### src/pllcs_pkg.sv
// constants and types shared by the pll controller sequencer host
package pllcs_pkg;
    // device register bases and offsets
    localparam logic [31:0] SYS_BASE = 32'h01C4_0800;
    localparam logic [31:0] MEM_BASE = 32'h01C4_0C00;
    localparam logic [11:0] OFF_CTL = 12'h100;
    localparam logic [11:0] OFF_MULT = 12'h110;
    localparam logic [11:0] OFF_DIV1 = 12'h118;
    localparam logic [11:0] OFF_DIV2 = 12'h11C;
    localparam logic [11:0] OFF_POST_DIVIDER_REG = 12'h128;
    localparam logic [11:0] OFF_CMD = 12'h138;
    localparam logic [11:0] OFF_STAT = 12'h13C;
    // bit positions inside pll_control_reg, command_reg, controller_status_reg
    localparam int CTL_EN_BIT = 0;
    localparam int CTL_PWRDN_BIT = 1;
    localparam int CTL_RST_BIT = 3;
    localparam int CTL_DIS_BIT = 4;
    localparam int CTL_ENSRC_BIT = 5;
    localparam int CTL_CLOCK_INPUT_MODE_BIT_BIT = 8;
    localparam int CMD_GO_SET_BIT_BIT = 0;
    localparam int STAT_GO_STATUS_BIT_BIT = 0;
    // software-side register offsets
    localparam logic [7:0] SW_CTRL = 8'h00;
    localparam logic [7:0] SW_MULT = 8'h04;
    localparam logic [7:0] SW_POST_DIVIDER_REG = 8'h08;
    localparam logic [7:0] SW_DIV1 = 8'h0C;
    localparam logic [7:0] SW_DIV2 = 8'h10;
    localparam logic [7:0] SW_STAB = 8'h14;
    localparam logic [7:0] SW_RSTW = 8'h18;
    localparam logic [7:0] SW_LOCK = 8'h1C;
    localparam logic [7:0] SW_STATUS = 8'h20;
    // software control fields
    localparam int CF_START = 0;
    localparam int CF_OP = 1;
    localparam int CF_TARGET = 3;
    localparam int CF_CLOCK_INPUT_MODE_BIT = 4;
    localparam int CF_POST_DIVIDER_REG_EN = 5;
    localparam int CF_DIV_EN = 6;
    // software status fields
    localparam int SF_BUSY = 0;
    localparam int SF_DONE = 1;
    localparam int SF_ERR = 2;
    localparam int SF_WARN = 3;
    localparam int SF_STEP = 8;
    // reset values of the software registers
    localparam logic [31:0] RV_MULT = 32'h0000_0010;
    localparam logic [31:0] RV_POST_DIVIDER_REG = 32'h0000_8000;
    localparam logic [31:0] RV_DIV1 = 32'h0000_8009;
    localparam logic [31:0] RV_DIV2 = 32'h0000_8001;
    localparam logic [15:0] RV_STAB = 16'h0100;
    localparam logic [15:0] RV_RSTW = 16'h0040;
    localparam logic [15:0] RV_LOCK = 16'h0800;
    // bypass settle time: four reference cycles at 27 MHz
    localparam int XTAL_PERIOD_PS = 37037;
    localparam int CLK_PERIOD_PS = 5000;
    localparam int BYPASS_XTAL_CYC = 4;
    localparam int BYPASS_CYC = (BYPASS_XTAL_CYC * XTAL_PERIOD_PS + CLK_PERIOD_PS - 1)
        / CLK_PERIOD_PS;
    // sequence operations
    typedef enum logic [1:0] {OP_INIT = 2'h0, OP_MULT = 2'h1, OP_DIV = 2'h2} pllcs_op_t;
    // step list of the sequence
    localparam logic [4:0] STP_CLOCK_INPUT_MODE_BIT = 5'h00;
    localparam logic [4:0] STP_ENSRC_CLR = 5'h01;
    localparam logic [4:0] STP_EN_CLR = 5'h02;
    localparam logic [4:0] STP_BYP_WAIT = 5'h03;
    localparam logic [4:0] STP_RST_CLR = 5'h04;
    localparam logic [4:0] STP_DIS_SET = 5'h05;
    localparam logic [4:0] STP_PWRDN_CLR = 5'h06;
    localparam logic [4:0] STP_DIS_CLR = 5'h07;
    localparam logic [4:0] STP_STAB_WAIT = 5'h08;
    localparam logic [4:0] STP_MULT = 5'h09;
    localparam logic [4:0] STP_POST_DIVIDER_REG = 5'h0A;
    localparam logic [4:0] STP_GO_IDLE = 5'h0B;
    localparam logic [4:0] STP_DIV1 = 5'h0C;
    localparam logic [4:0] STP_DIV2 = 5'h0D;
    localparam logic [4:0] STP_GO_SET_BIT = 5'h0E;
    localparam logic [4:0] STP_GO_DONE = 5'h0F;
    localparam logic [4:0] STP_RST_WAIT = 5'h10;
    localparam logic [4:0] STP_RST_SET = 5'h11;
    localparam logic [4:0] STP_LOCK_WAIT = 5'h12;
    localparam logic [4:0] STP_EN_SET = 5'h13;
    localparam logic [4:0] STP_END = 5'h14;
    // kind of a step
    typedef enum logic [1:0] {K_WR = 2'h0, K_WAIT = 2'h1, K_POLL = 2'h2} pllcs_kind_t;
    // sequencer states
    typedef enum logic [4:0] {
        S_IDLE = 5'h01,
        S_STEP = 5'h02,
        S_WAIT = 5'h04,
        S_READ = 5'h08,
        S_CHECK = 5'h10
    } pllcs_state_t;
endpackage

### src/pllcs_host.sv
// host sequencer that programs a pll controller through its register port
// Functional notes
// - clear enable-source, then pll select, to enter bypass first.
// - wait four reference cycles after selecting bypass.
// - clear pll reset bit once bypass holds, before reprogramming.
// - from power-down, set output disable after reset and before power-up.
// - clear power-down, then clear output disable.
// - wait stabilization time after enabling outputs, before the multiplier.
// - write multiplier; post-divider only on system controller and if non-default; the host writes it on system runs with the post-divider enable field set.
// - write both divider ratios, then set go bit.
// - go status stays set during transition; wait for it to clear.
// - after reset time, set pll reset bit to release the pll.
// - after lock time, set pll select bit to leave bypass.
// - first init step writes the clock input mode bit.
// - multiplier change skips disable, power-up and stabilization steps.
// - post-divider of the memory-side controller is never used.
// - memory controller in reset stays there until clocks are set.
// - running memory controller must be quiesced before reprogramming.
// - halt other peripherals before changing the system pll; the host runs anyway and only sets the warn flag.
// - confirm go status is clear before a divider change.
//
// Our own choices: strobed register access and the address map.
module pllcs_host
    import pllcs_pkg::*;
#(
    parameter int CNT_W = 16,
    parameter int POLL_MAX = 1024
)(
    input wire logic clk,
    input wire logic rst_b,
    input wire logic [7:0] sw_addr,
    input wire logic [31:0] sw_wdata,
    input wire logic sw_wr,
    input wire logic sw_rd,
    output logic [31:0] sw_rdata,
    input wire logic mem_quiet,
    input wire logic periph_quiet,
    output logic [31:0] dev_addr,
    output logic [31:0] dev_wdata,
    output logic dev_wr,
    output logic dev_rd,
    input wire logic [31:0] dev_rdata
);
    import pllcs_pkg::*;

    // elaboration check: wait and poll counters are 16 bits wide
    if (CNT_W < 8 || CNT_W > 16 || POLL_MAX < 1 || POLL_MAX >= (1 << 16))
    begin : g_bad_params
        $error("pllcs_host: unsupported parameter values");
    end

    pllcs_state_t state_q;
    pllcs_op_t op_q;
    logic [4:0] step_q;
    logic target_q, clock_input_mode_bit_q, pd_en_q, div_en_q;
    logic busy_q, done_q, err_q, warn_q;
    logic [31:0] mult_q, post_divider_reg_q, div1_q, div2_q;
    logic [15:0] stab_q, rstw_q, lock_q;
    logic [15:0] wait_q;
    logic [15:0] poll_q;
    logic [31:0] ctl_q;
    logic [31:0] base;
    logic start_ok;
    logic start_req;

    // is a step part of the chosen operation
    function automatic logic step_used(input logic [4:0] s, input pllcs_op_t op,
        input logic tgt, input logic pd, input logic dv);
        logic divs;
        divs = (s >= STP_GO_IDLE) && (s <= STP_GO_DONE);
        if (op == OP_DIV)
            return divs;
        if (s == STP_CLOCK_INPUT_MODE_BIT || s == STP_DIS_SET || s == STP_PWRDN_CLR || s == STP_STAB_WAIT)
            return op == OP_INIT;
        if (s == STP_POST_DIVIDER_REG)
            return pd && !tgt;
        if (divs)
            return dv && tgt;
        return s < STP_END;
    endfunction

    // what a step does
    function automatic pllcs_kind_t step_kind(input logic [4:0] s);
        if (s == STP_BYP_WAIT || s == STP_STAB_WAIT || s == STP_RST_WAIT || s == STP_LOCK_WAIT)
            return K_WAIT;
        if (s == STP_GO_IDLE || s == STP_GO_DONE)
            return K_POLL;
        return K_WR;
    endfunction

    // control word after a control-register step; other steps leave it alone
    function automatic logic [31:0] ctl_after(input logic [4:0] s, input logic [31:0] c);
        logic [31:0] n;
        n = c;
        case (s)
            STP_ENSRC_CLR: n[CTL_ENSRC_BIT] = 1'b0;
            STP_EN_CLR: n[CTL_EN_BIT] = 1'b0;
            STP_RST_CLR: n[CTL_RST_BIT] = 1'b0;
            STP_DIS_SET: n[CTL_DIS_BIT] = 1'b1;
            STP_PWRDN_CLR: n[CTL_PWRDN_BIT] = 1'b0;
            STP_DIS_CLR: n[CTL_DIS_BIT] = 1'b0;
            STP_RST_SET: n[CTL_RST_BIT] = 1'b1;
            STP_EN_SET: n[CTL_EN_BIT] = 1'b1;
            default: n = c;
        endcase
        return n;
    endfunction

    assign base = target_q ? MEM_BASE : SYS_BASE;
    assign start_req = sw_wr && sw_addr == SW_CTRL && sw_wdata[CF_START];
    // dividers of the system controller are fixed, a quiet memory side is a must for memory-side runs
    assign start_ok = !(sw_wdata[CF_TARGET] && !mem_quiet)
        && !(pllcs_op_t'(sw_wdata[CF_OP +: 2]) == OP_DIV && !sw_wdata[CF_TARGET])
        && sw_wdata[CF_OP +: 2] != 2'h3;

    // software-written settings, held while a sequence runs
    always_ff @(posedge clk or negedge rst_b)
    begin
        if (!rst_b)
        begin
            mult_q <= RV_MULT;
            post_divider_reg_q <= RV_POST_DIVIDER_REG;
            div1_q <= RV_DIV1;
            div2_q <= RV_DIV2;
            stab_q <= RV_STAB;
            rstw_q <= RV_RSTW;
            lock_q <= RV_LOCK;
        end
        else if (sw_wr && !busy_q)
        begin
            case (sw_addr)
                SW_MULT: mult_q <= sw_wdata;
                SW_POST_DIVIDER_REG: post_divider_reg_q <= sw_wdata;
                SW_DIV1: div1_q <= sw_wdata;
                SW_DIV2: div2_q <= sw_wdata;
                SW_STAB: stab_q <= sw_wdata[15:0];
                SW_RSTW: rstw_q <= sw_wdata[15:0];
                SW_LOCK: lock_q <= sw_wdata[15:0];
                default: ;
            endcase
        end
    end

    // software read port, data one cycle after the strobe
    always_ff @(posedge clk or negedge rst_b)
    begin
        if (!rst_b)
            sw_rdata <= 32'h0000_0000;
        else if (sw_rd)
        begin
            case (sw_addr)
                SW_CTRL: sw_rdata <= {25'h0, div_en_q, pd_en_q, clock_input_mode_bit_q, target_q, op_q, 1'b0};
                SW_MULT: sw_rdata <= mult_q;
                SW_POST_DIVIDER_REG: sw_rdata <= post_divider_reg_q;
                SW_DIV1: sw_rdata <= div1_q;
                SW_DIV2: sw_rdata <= div2_q;
                SW_STAB: sw_rdata <= {16'h0, stab_q};
                SW_RSTW: sw_rdata <= {16'h0, rstw_q};
                SW_LOCK: sw_rdata <= {16'h0, lock_q};
                SW_STATUS: sw_rdata <= {19'h0, step_q, 4'h0, warn_q, err_q, done_q, busy_q};
                default: sw_rdata <= 32'h0000_0000;
            endcase
        end
    end

    // sequencer: walks the step list, one device access or wait at a time
    always_ff @(posedge clk or negedge rst_b)
    begin
        if (!rst_b)
        begin
            state_q <= S_IDLE;
            step_q <= STP_CLOCK_INPUT_MODE_BIT;
            op_q <= OP_INIT;
            target_q <= 1'b0;
            clock_input_mode_bit_q <= 1'b0;
            pd_en_q <= 1'b0;
            div_en_q <= 1'b0;
            ctl_q <= 32'h0000_0000;
            wait_q <= 16'h0000;
            poll_q <= 16'h0000;
            busy_q <= 1'b0;
            done_q <= 1'b0;
            err_q <= 1'b0;
            warn_q <= 1'b0;
            dev_addr <= 32'h0000_0000;
            dev_wdata <= 32'h0000_0000;
            dev_wr <= 1'b0;
            dev_rd <= 1'b0;
        end
        else
        begin
            dev_wr <= 1'b0;
            dev_rd <= 1'b0;
            unique case (state_q)
                S_IDLE:
                begin
                    if (start_req)
                    begin
                        done_q <= 1'b0;
                        err_q <= !start_ok;
                        // a busy system is allowed but flagged
                        warn_q <= !sw_wdata[CF_TARGET] && !periph_quiet;
                        if (start_ok)
                        begin
                            busy_q <= 1'b1;
                            state_q <= S_STEP;
                            step_q <= STP_CLOCK_INPUT_MODE_BIT;
                            op_q <= pllcs_op_t'(sw_wdata[CF_OP +: 2]);
                            target_q <= sw_wdata[CF_TARGET];
                            clock_input_mode_bit_q <= sw_wdata[CF_CLOCK_INPUT_MODE_BIT];
                            pd_en_q <= sw_wdata[CF_POST_DIVIDER_REG_EN];
                            div_en_q <= sw_wdata[CF_DIV_EN];
                            // start from the after-reset picture of the control word
                            ctl_q <= 32'h0000_0000;
                            ctl_q[CTL_ENSRC_BIT] <= 1'b1;
                            ctl_q[CTL_RST_BIT] <= 1'b1;
                            ctl_q[CTL_PWRDN_BIT] <= pllcs_op_t'(sw_wdata[CF_OP +: 2]) == OP_INIT;
                            ctl_q[CTL_CLOCK_INPUT_MODE_BIT_BIT] <= sw_wdata[CF_CLOCK_INPUT_MODE_BIT];
                        end
                    end
                end
                S_STEP:
                begin
                    if (step_q == STP_END)
                    begin
                        busy_q <= 1'b0;
                        done_q <= 1'b1;
                        state_q <= S_IDLE;
                    end
                    else if (!step_used(step_q, op_q, target_q, pd_en_q, div_en_q))
                        step_q <= step_q + 5'h01;
                    else if (step_kind(step_q) == K_WAIT)
                    begin
                        state_q <= S_WAIT;
                        case (step_q)
                            STP_BYP_WAIT: wait_q <= 16'(BYPASS_CYC);
                            STP_STAB_WAIT: wait_q <= stab_q;
                            STP_RST_WAIT: wait_q <= rstw_q;
                            default: wait_q <= lock_q;
                        endcase
                    end
                    else if (step_kind(step_q) == K_POLL)
                    begin
                        state_q <= S_READ;
                        poll_q <= 16'h0000;
                        dev_rd <= 1'b1;
                        dev_addr <= base + {20'h0, OFF_STAT};
                    end
                    else
                    begin
                        // one write per step, the next step follows the cycle after
                        dev_wr <= 1'b1;
                        step_q <= step_q + 5'h01;
                        case (step_q)
                            STP_MULT:
                            begin
                                dev_addr <= base + {20'h0, OFF_MULT};
                                dev_wdata <= mult_q;
                            end
                            STP_POST_DIVIDER_REG:
                            begin
                                dev_addr <= base + {20'h0, OFF_POST_DIVIDER_REG};
                                dev_wdata <= post_divider_reg_q;
                            end
                            STP_DIV1:
                            begin
                                dev_addr <= base + {20'h0, OFF_DIV1};
                                dev_wdata <= div1_q;
                            end
                            STP_DIV2:
                            begin
                                dev_addr <= base + {20'h0, OFF_DIV2};
                                dev_wdata <= div2_q;
                            end
                            STP_GO_SET_BIT:
                            begin
                                dev_addr <= base + {20'h0, OFF_CMD};
                                dev_wdata <= 32'h0000_0001 << CMD_GO_SET_BIT_BIT;
                            end
                            default:
                            begin
                                dev_addr <= base + {20'h0, OFF_CTL};
                                dev_wdata <= ctl_after(step_q, ctl_q);
                                ctl_q <= ctl_after(step_q, ctl_q);
                            end
                        endcase
                    end
                end
                S_WAIT:
                begin
                    // a zero count still spends one cycle here
                    if (wait_q <= 16'h0001)
                    begin
                        state_q <= S_STEP;
                        step_q <= step_q + 5'h01;
                    end
                    else
                        wait_q <= wait_q - 16'h0001;
                end
                S_READ:
                    state_q <= S_CHECK;
                S_CHECK:
                begin
                    if (!dev_rdata[STAT_GO_STATUS_BIT_BIT])
                    begin
                        state_q <= S_STEP;
                        step_q <= step_q + 5'h01;
                    end
                    else if (poll_q >= 16'(POLL_MAX - 1))
                    begin
                        // a stuck transition ends the run rather than hanging it
                        err_q <= 1'b1;
                        busy_q <= 1'b0;
                        state_q <= S_IDLE;
                    end
                    else
                    begin
                        poll_q <= poll_q + 16'h0001;
                        state_q <= S_READ;
                        dev_rd <= 1'b1;
                    end
                end
            endcase
        end
    end

    // helper counters for the checks below; writes matched on the full device address
    logic wr_ctl, wr_mult, wr_div2, wr_cmd, wr_post_divider_reg;
    logic [15:0] since_byp_q;
    logic [16:0] since_dis_q;
    logic div2_seen_q;
    assign wr_ctl = dev_wr && dev_addr == base + {20'h0, OFF_CTL};
    assign wr_mult = dev_wr && dev_addr == base + {20'h0, OFF_MULT};
    assign wr_div2 = dev_wr && dev_addr == base + {20'h0, OFF_DIV2};
    assign wr_cmd = dev_wr && dev_addr == base + {20'h0, OFF_CMD};
    assign wr_post_divider_reg = dev_wr && dev_addr == base + {20'h0, OFF_POST_DIVIDER_REG};
    always_ff @(posedge clk or negedge rst_b)
    begin
        if (!rst_b)
        begin
            since_byp_q <= 16'h0000;
            since_dis_q <= 17'h0_0000;
            div2_seen_q <= 1'b0;
        end
        else
        begin
            // restarts at every bypass write, so the last one before the reset step counts
            if (wr_ctl && !dev_wdata[CTL_EN_BIT])
                since_byp_q <= 16'h0001;
            else if (since_byp_q != 16'h0000 && since_byp_q != 16'hFFFF)
                since_byp_q <= since_byp_q + 16'h0001;
            // one bit wider than the wait count so a full-scale wait cannot saturate it
            if (state_q == S_STEP && step_q == STP_DIS_CLR)
                since_dis_q <= 17'h0_0000;
            else if (since_dis_q != 17'h1_FFFF)
                since_dis_q <= since_dis_q + 17'h0_0001;
            if (state_q == S_IDLE)
                div2_seen_q <= 1'b0;
            else if (wr_div2)
                div2_seen_q <= 1'b1;
        end
    end
endmodule

### config.mk
export PLATFORM = sky130hd
export DESIGN_NAME = pllcs_host
export DESIGN_NICKNAME = d
export VERILOG_FILES = /design/src/pllcs_pkg.sv /design/src/pllcs_host.sv
export SDC_FILE = /design/constraint.sdc
export NUM_CORES = 1
export LEC_CHECK = 0
export BUFFER_PORTS_ARGS = -buffer_cell sky130_fd_sc_hd__buf_2
export CAP_MARGIN = 20
export CORE_MARGIN = 3
export CORE_UTILIZATION = 35
export DETAILED_ROUTE_END_ITERATION = 10
export PLACE_DENSITY_LB_ADDON = 0.25
export SLEW_MARGIN = 5
export SYNTH_ARGS = -nofsm -noshare
export SYNTH_HDL_FRONTEND = slang
export SYNTH_SLANG_ARGS = --single-unit
export TNS_END_PERCENT = 5
### constraint.sdc
create_clock -name clk -period 5.46 [get_ports clk]
set_input_delay 1.092 -clock clk [delete_from_list [all_inputs] [get_ports clk]]
set_output_delay 1.092 -clock clk [all_outputs]
set_load 0.005 [all_outputs]
After elaboration in Yosys (flattened, before gate mapping):

Cells that the tools add are included.

* output and inout bits: 98
* logic and storage cells: 295
* register bits after elaboration: 358
* input port bits: 78

* mux-type cells: 134
* bitwise operators: 4
* reductions and logical operators: 57
* add/subtract/negate cells: 10
* $lt $le $gt $ge: 5
* eq/ne operators: 58

Operators with widths (number)
* case mux 32 bit (9 select lines): 1
* adder 25 x 9 -> 26 bit, second input constant: 7
* 2-to-1 mux 16 bit: 10
* case mux 32 bit (5 select lines): 1
* case mux 26 bit (5 select lines): 1
* 2-to-1 mux 5 bit: 15
* 2-to-1 mux 1 bit: 69
* 2-to-1 mux 32 bit: 2
* case mux 16 bit (2 select lines): 2
* case mux 32 bit (2 select lines): 1
* case mux 16 bit (3 select lines): 1
* equality test 5 x 4 -> 1 bit, second input constant: 9
* equality test 8 x 5 -> 1 bit, second input constant: 4
* inequality test 2 bit, second input constant: 16
* equality test 5 bit, second input constant: 6
* 2-to-1 mux 6 bit: 5
* 2-to-1 mux 2 bit: 13
* 2-to-1 mux 26 bit: 1
* equality test 5 x 3 -> 1 bit, second input constant: 5
* case mux 5 bit (5 select lines): 1
* case mux 5 bit (4 select lines): 1
* adder 16 x 1 -> 16 bit, second input constant: 1
* equality test 8 x 4 -> 1 bit, second input constant: 2
* greater-or-equal comparator 16 x 10 -> 1 bit, second input constant: 1
* other kinds (38): 93

Depth between registers and ports, before layout:

* depth in word-level cells: 57
* depth in mapped cells: 13
* gate-level depth less buffers: 11

Worst setup path after synthesis:

OpenSTA, ideal clock, no wires.

* kind: input to register
* from: in sw_addr[3]
* to: reg ctl_q[3]
* data required time: 5.339 ns
* buffers on the path: 2
* setup slack: 2.488 ns
* stages: 9
* arrival: 2.850 ns
* library setup time: 0.121 ns
* path through: buf_4 -> nor4_4 -> nand4_1 -> or2_1 -> buf_6 -> nor2_8 -> a41oi_2 -> or3_4 -> o22a_1

* longest elaborated chain between the ends: 5

RTL lines
* start: declaration: line pllcs_host.sv:31 `input wire logic [7:0] sw_addr,`
* zero test 8 bit: line pllcs_host.sv:110 `assign start_req = sw_wr && sw_addr == SW_CTRL && sw_wdata[CF_START];`
* logical AND 1 bit (2 in a row): line pllcs_host.sv:110
* inequality test 2 bit (no line)
* AND reduction 8 bit (no line)
* end signal: indexed assignment: line pllcs_host.sv:218 `ctl_q[CTL_CLOCK_INPUT_MODE_BIT_BIT] <= sw_wdata[CF_CLOCK_INPUT_MODE_BIT];`
* end signal: assignment: line pllcs_host.sv:284 `ctl_q <= ctl_after(step_q, ctl_q);`
* end: declaration: line pllcs_host.sv:61 `logic [31:0] ctl_q;`

Every way passes these cells.
A chain may end at the register's enable or synchronous reset.

Worst setup path after layout:

* from: reg step_q[1]
* to: reg wait_q[13]

* longest elaborated chain between the ends: 16
* elaborated cells on any way between the ends: 72
* those cells by class: 3 x order compare; 14 x eq/ne; 45 x mux; 10 x reduce/logical

RTL lines
* start: declaration: line pllcs_host.sv:54 `logic [4:0] step_q;`
* start signal: assignment: line pllcs_host.sv:231 `step_q <= step_q + 5'h01;`
* start signal: assignment: line pllcs_host.sv:253 `step_q <= step_q + 5'h01;`
* start signal: assignment: line pllcs_host.sv:295 `step_q <= step_q + 5'h01;`
* greater-or-equal comparator 5 x 4 -> 1 bit / less-or-equal comparator 5 x 4 -> 1 bit (equally long branches): line pllcs_host.sv:70 `divs = (s >= STP_GO_IDLE) && (s <= STP_GO_DONE);`
* logical AND 1 bit: line pllcs_host.sv:70
* 2-to-1 mux 1 bit (2 in a row): line pllcs_host.sv:77 `if (divs)`
* 2-to-1 mux 1 bit: line pllcs_host.sv:75 `if (s == STP_POST_DIVIDER_REG)`
* 2-to-1 mux 1 bit: line pllcs_host.sv:73 `if (s == STP_CLOCK_INPUT_MODE_BIT || s == STP_DIS_SET || s == STP_PWRDN_CLR || s == STP_STAB_WAIT)`
* 2-to-1 mux 1 bit: line pllcs_host.sv:224 `if (step_q == STP_END)`
* 2-to-1 mux 1 bit: line pllcs_host.sv:194 `unique case (state_q)`
* 2-to-1 mux 1 bit: line pllcs_host.sv:79 `return s < STP_END;`
* 2-to-1 mux 1 bit: line pllcs_host.sv:77
* 2-to-1 mux 1 bit: line pllcs_host.sv:75
* 2-to-1 mux 1 bit: line pllcs_host.sv:73
* 2-to-1 mux 1 bit: line pllcs_host.sv:224
* 2-to-1 mux 1 bit: line pllcs_host.sv:194
* inequality test 2 x 1 -> 1 bit (no line)
* AND reduction 5 bit (no line)
* end signal: assignment: line pllcs_host.sv:236 `STP_BYP_WAIT: wait_q <= 16'(BYPASS_CYC);`
* end signal: assignment: line pllcs_host.sv:237 `STP_STAB_WAIT: wait_q <= stab_q;`
* end signal: assignment: line pllcs_host.sv:238 `STP_RST_WAIT: wait_q <= rstw_q;`
* end: declaration: line pllcs_host.sv:59 `logic [15:0] wait_q;`

Parallel ways exist; a longest one is shown, timed or not. The select of a mux whose other input is x is not followed.

==> flow_summary.ini <==
[routing]
vias = 11704
viasPerCell = 5.81
drtAntennaViolNets = 0
dr.pass1.iters = 9
routedWlPerCell_um = 23.0
route.detailed.drc = 0
routed_wl_mm = 46.4
drtIter0Drc = 1216

[floorplan]
rows = 75
dieArea_mm2 = 0.0452
die_h_um = 213
start_util_pct = 35.6
core-area_mm2 = 0.0420
pin_count = 176
die_x_um = 213

[cts]
cts_num_sinks = 306
cts_buffers = 35
cts_setup_buffers = 0
clkTransAtPathRegs_ns = 0.06
cts_root_buffer = clkbuf_16
cts_resized = 0
cts-hold-fix-buffers = 0
htree_levels = 2
clockBufferDepth = 3
cts_tree = built
clock_latency_ns = 0.53

[critical_path]
arrival_ns = 4.28
rr_startpoint = step_q[1]
worst_setup_path_start_kind = flip-flop
end_kind = flip-flop
startpoint = step_q[1]
crit_required_ns = 5.85
crit_type = reg -> reg
worstPathMaxFanout = 20

[sta]
max_freq_mhz = 257
rsz0062_at_grt = no
slew_headroom_pct = 21.5
fin_crit_ns = 3.89
skew_ns = 0.0198
finalCritPeriodShare_pct = 71.3
slew_viol_final = 0
setup_slack_ns = 1.57
worst-slew-pin-transition_ns = 1.18
finalHoldViolCount = 0
setup_viol = 0
fin_tns_setup_ns = 0

[min_path]
hp-class = reg -> reg
min_from = dev_wdata[9]

[final_layout]
fin_nets = 1534
final_cells = 2016
drive_above_1_share_pct = 28.8
syn_to_final_growth_pct = 14.7

[status]
outcome = finished, final reports clean

[global_route]
antenna_found_initial = 6
grt_pass1_wl_mm = 70.5
grt_start_max_net_pins = 117
gr-usage-all-layers_pct = 20.2
gr-total-overflow = 0
grt_pass1_vias = 11610

[place]
portBuffers = 123
gp_congestion = 0.888
dp_hpwl_mm = 30.3
dp.cells = 1950
pre_cts_ws_ns = 1.17

[synthesis]
ys_ff_latch = 306
synth_area_leaders = dfrtp_1 49%, mux2_2 14%, nand2_1 2.9%, a21oi_1 2.4%, a222oi_1 2.3%
synth.top_cell.area_share_pct = 49.4
synth_edf_count = 0
synth.yosys.seq_area_share_pct = 51.3
yosys_warnings = 0
syn_area_mm2 = 0.0150
syn_inst = 1357
synth_most_common_cell = dfrtp_1
avgSynthCellArea_um2 = 11.0
synthTopCellsByCount = 295 x dfrtp_1, 183 x mux2_2, 117 x nand2_1
async_flop_share_pct = 100
synth_largest_area_cell = dfrtp_1
synth_flop_cell = dfrtp_1
ys_types = 72

[pwr]
finalPower_mw = 6.89
cellLeakagePower_nw = 8.16
power.density_mw_per_mm2 = 402
irDropWorstVdd_v = 0.000371

[job]
max-cap-violations = 0
final timing paths:
path	end	slack, ns	cells after the start
min in group asynchronous	poll_q[5]	0.58	1
max reg2reg	wait_q[13]	1.57	11
max	wait_q[13]	1.57	11
max in group asynchronous	stab_q[9]	3.60	2
min reg2reg	dev_wdata[9]	0.47	1
min	dev_wdata[9]	0.47	1
power by group:
part	internal [mW]	switching (mW)	leakage, nW
combinational	0.563	1.21	3.45
sequential	2.48	0.238	4.14
clock	1.42	0.975	0.572
state kept, by name, summed over array words and instances (netlist names), 2 cells and up:
name and cells:
dev_wdata 32, div1_q 32, div2_q 32, mult_q 32, post_divider_reg_q 32, sw_rdata 32
lock_q 16, poll_q 16, rstw_q 16, stab_q 16, wait_q 16, ctl_q 6
dev_addr 6, state_q 5, step_q 5, op_q 2
metrics by stage:
step | hold WS (ns) | area, um^2 | util [%]
5_1_grt | 0.496 | 17100 | 40.8
3_5_place_dp | 0.460 | 16000 | 38.0
3_3_place_gp | 0.459 | 16000 | 38.0
6_report | 0.471 | 17100 | 40.8
4_1_cts | 0.474 | 17100 | 40.8
2_1_floorplan | 0.447 | 15000 | -
cell families after synthesis:
kind of cell,Yosys count,share of synthesized area (%)
compound gates,391,18.6
flops,306,51.3
simple gates,281,9.15
mux,199,14.9
buf+inv,171,5.39
fa+ha+maj,8,0.669
other cells,1,0.0251
layout make-up:
type	instances	area, um^2
sequential	306	7670
antenna	3	7.51
tap	539	674
timing repair buffer	151	848
inverter	54	203
fill	4045	24900
clock buffer	53	1040
multi-input combinational	900	6580
clock inverter	10	121
worst max-delay path, cell delays in order, from the launching register on:
cell and delay, ns:
dfrtp_1 0.62, ha_1 0.44, inv_1 0.11, nor3_1 0.15
ha_1 0.27, o211ai_1 0.15, mux2i_1 0.16, a32oi_2 0.47
o21a_1 0.66, inv_1 0.41, a21oi_1 0.25, a21oi_1 0.06
metal layers:
metal  share of wire, %  wire length, um  vias to the layer above  GRT usage [%]
met4                3.3             1510                        6           7.13
li1                   -                -                     5192              -
met3                7.1             3300                       86           3.94
met1                 44            20600                     5961           28.7
met5              0.060               28                        -              0
met2                 45            20900                      459           31.0
layout by cell type, fill, tap and decap left out, drive strengths merged, types with 21 or more instances in the layout:
cell,count
clkbuf,53
dfrtp,295
a21o,27
nand3,21
conb,21
a22oi,22
buf,151
o21ai,68
mux2,184
a221oi,30
nor3,21
a22o,33
a222oi,34
nor2,54
nand2,117
inv,56
a21oi,73
o22ai,37
No activity file was read; power rests on OpenSTA's default activity.
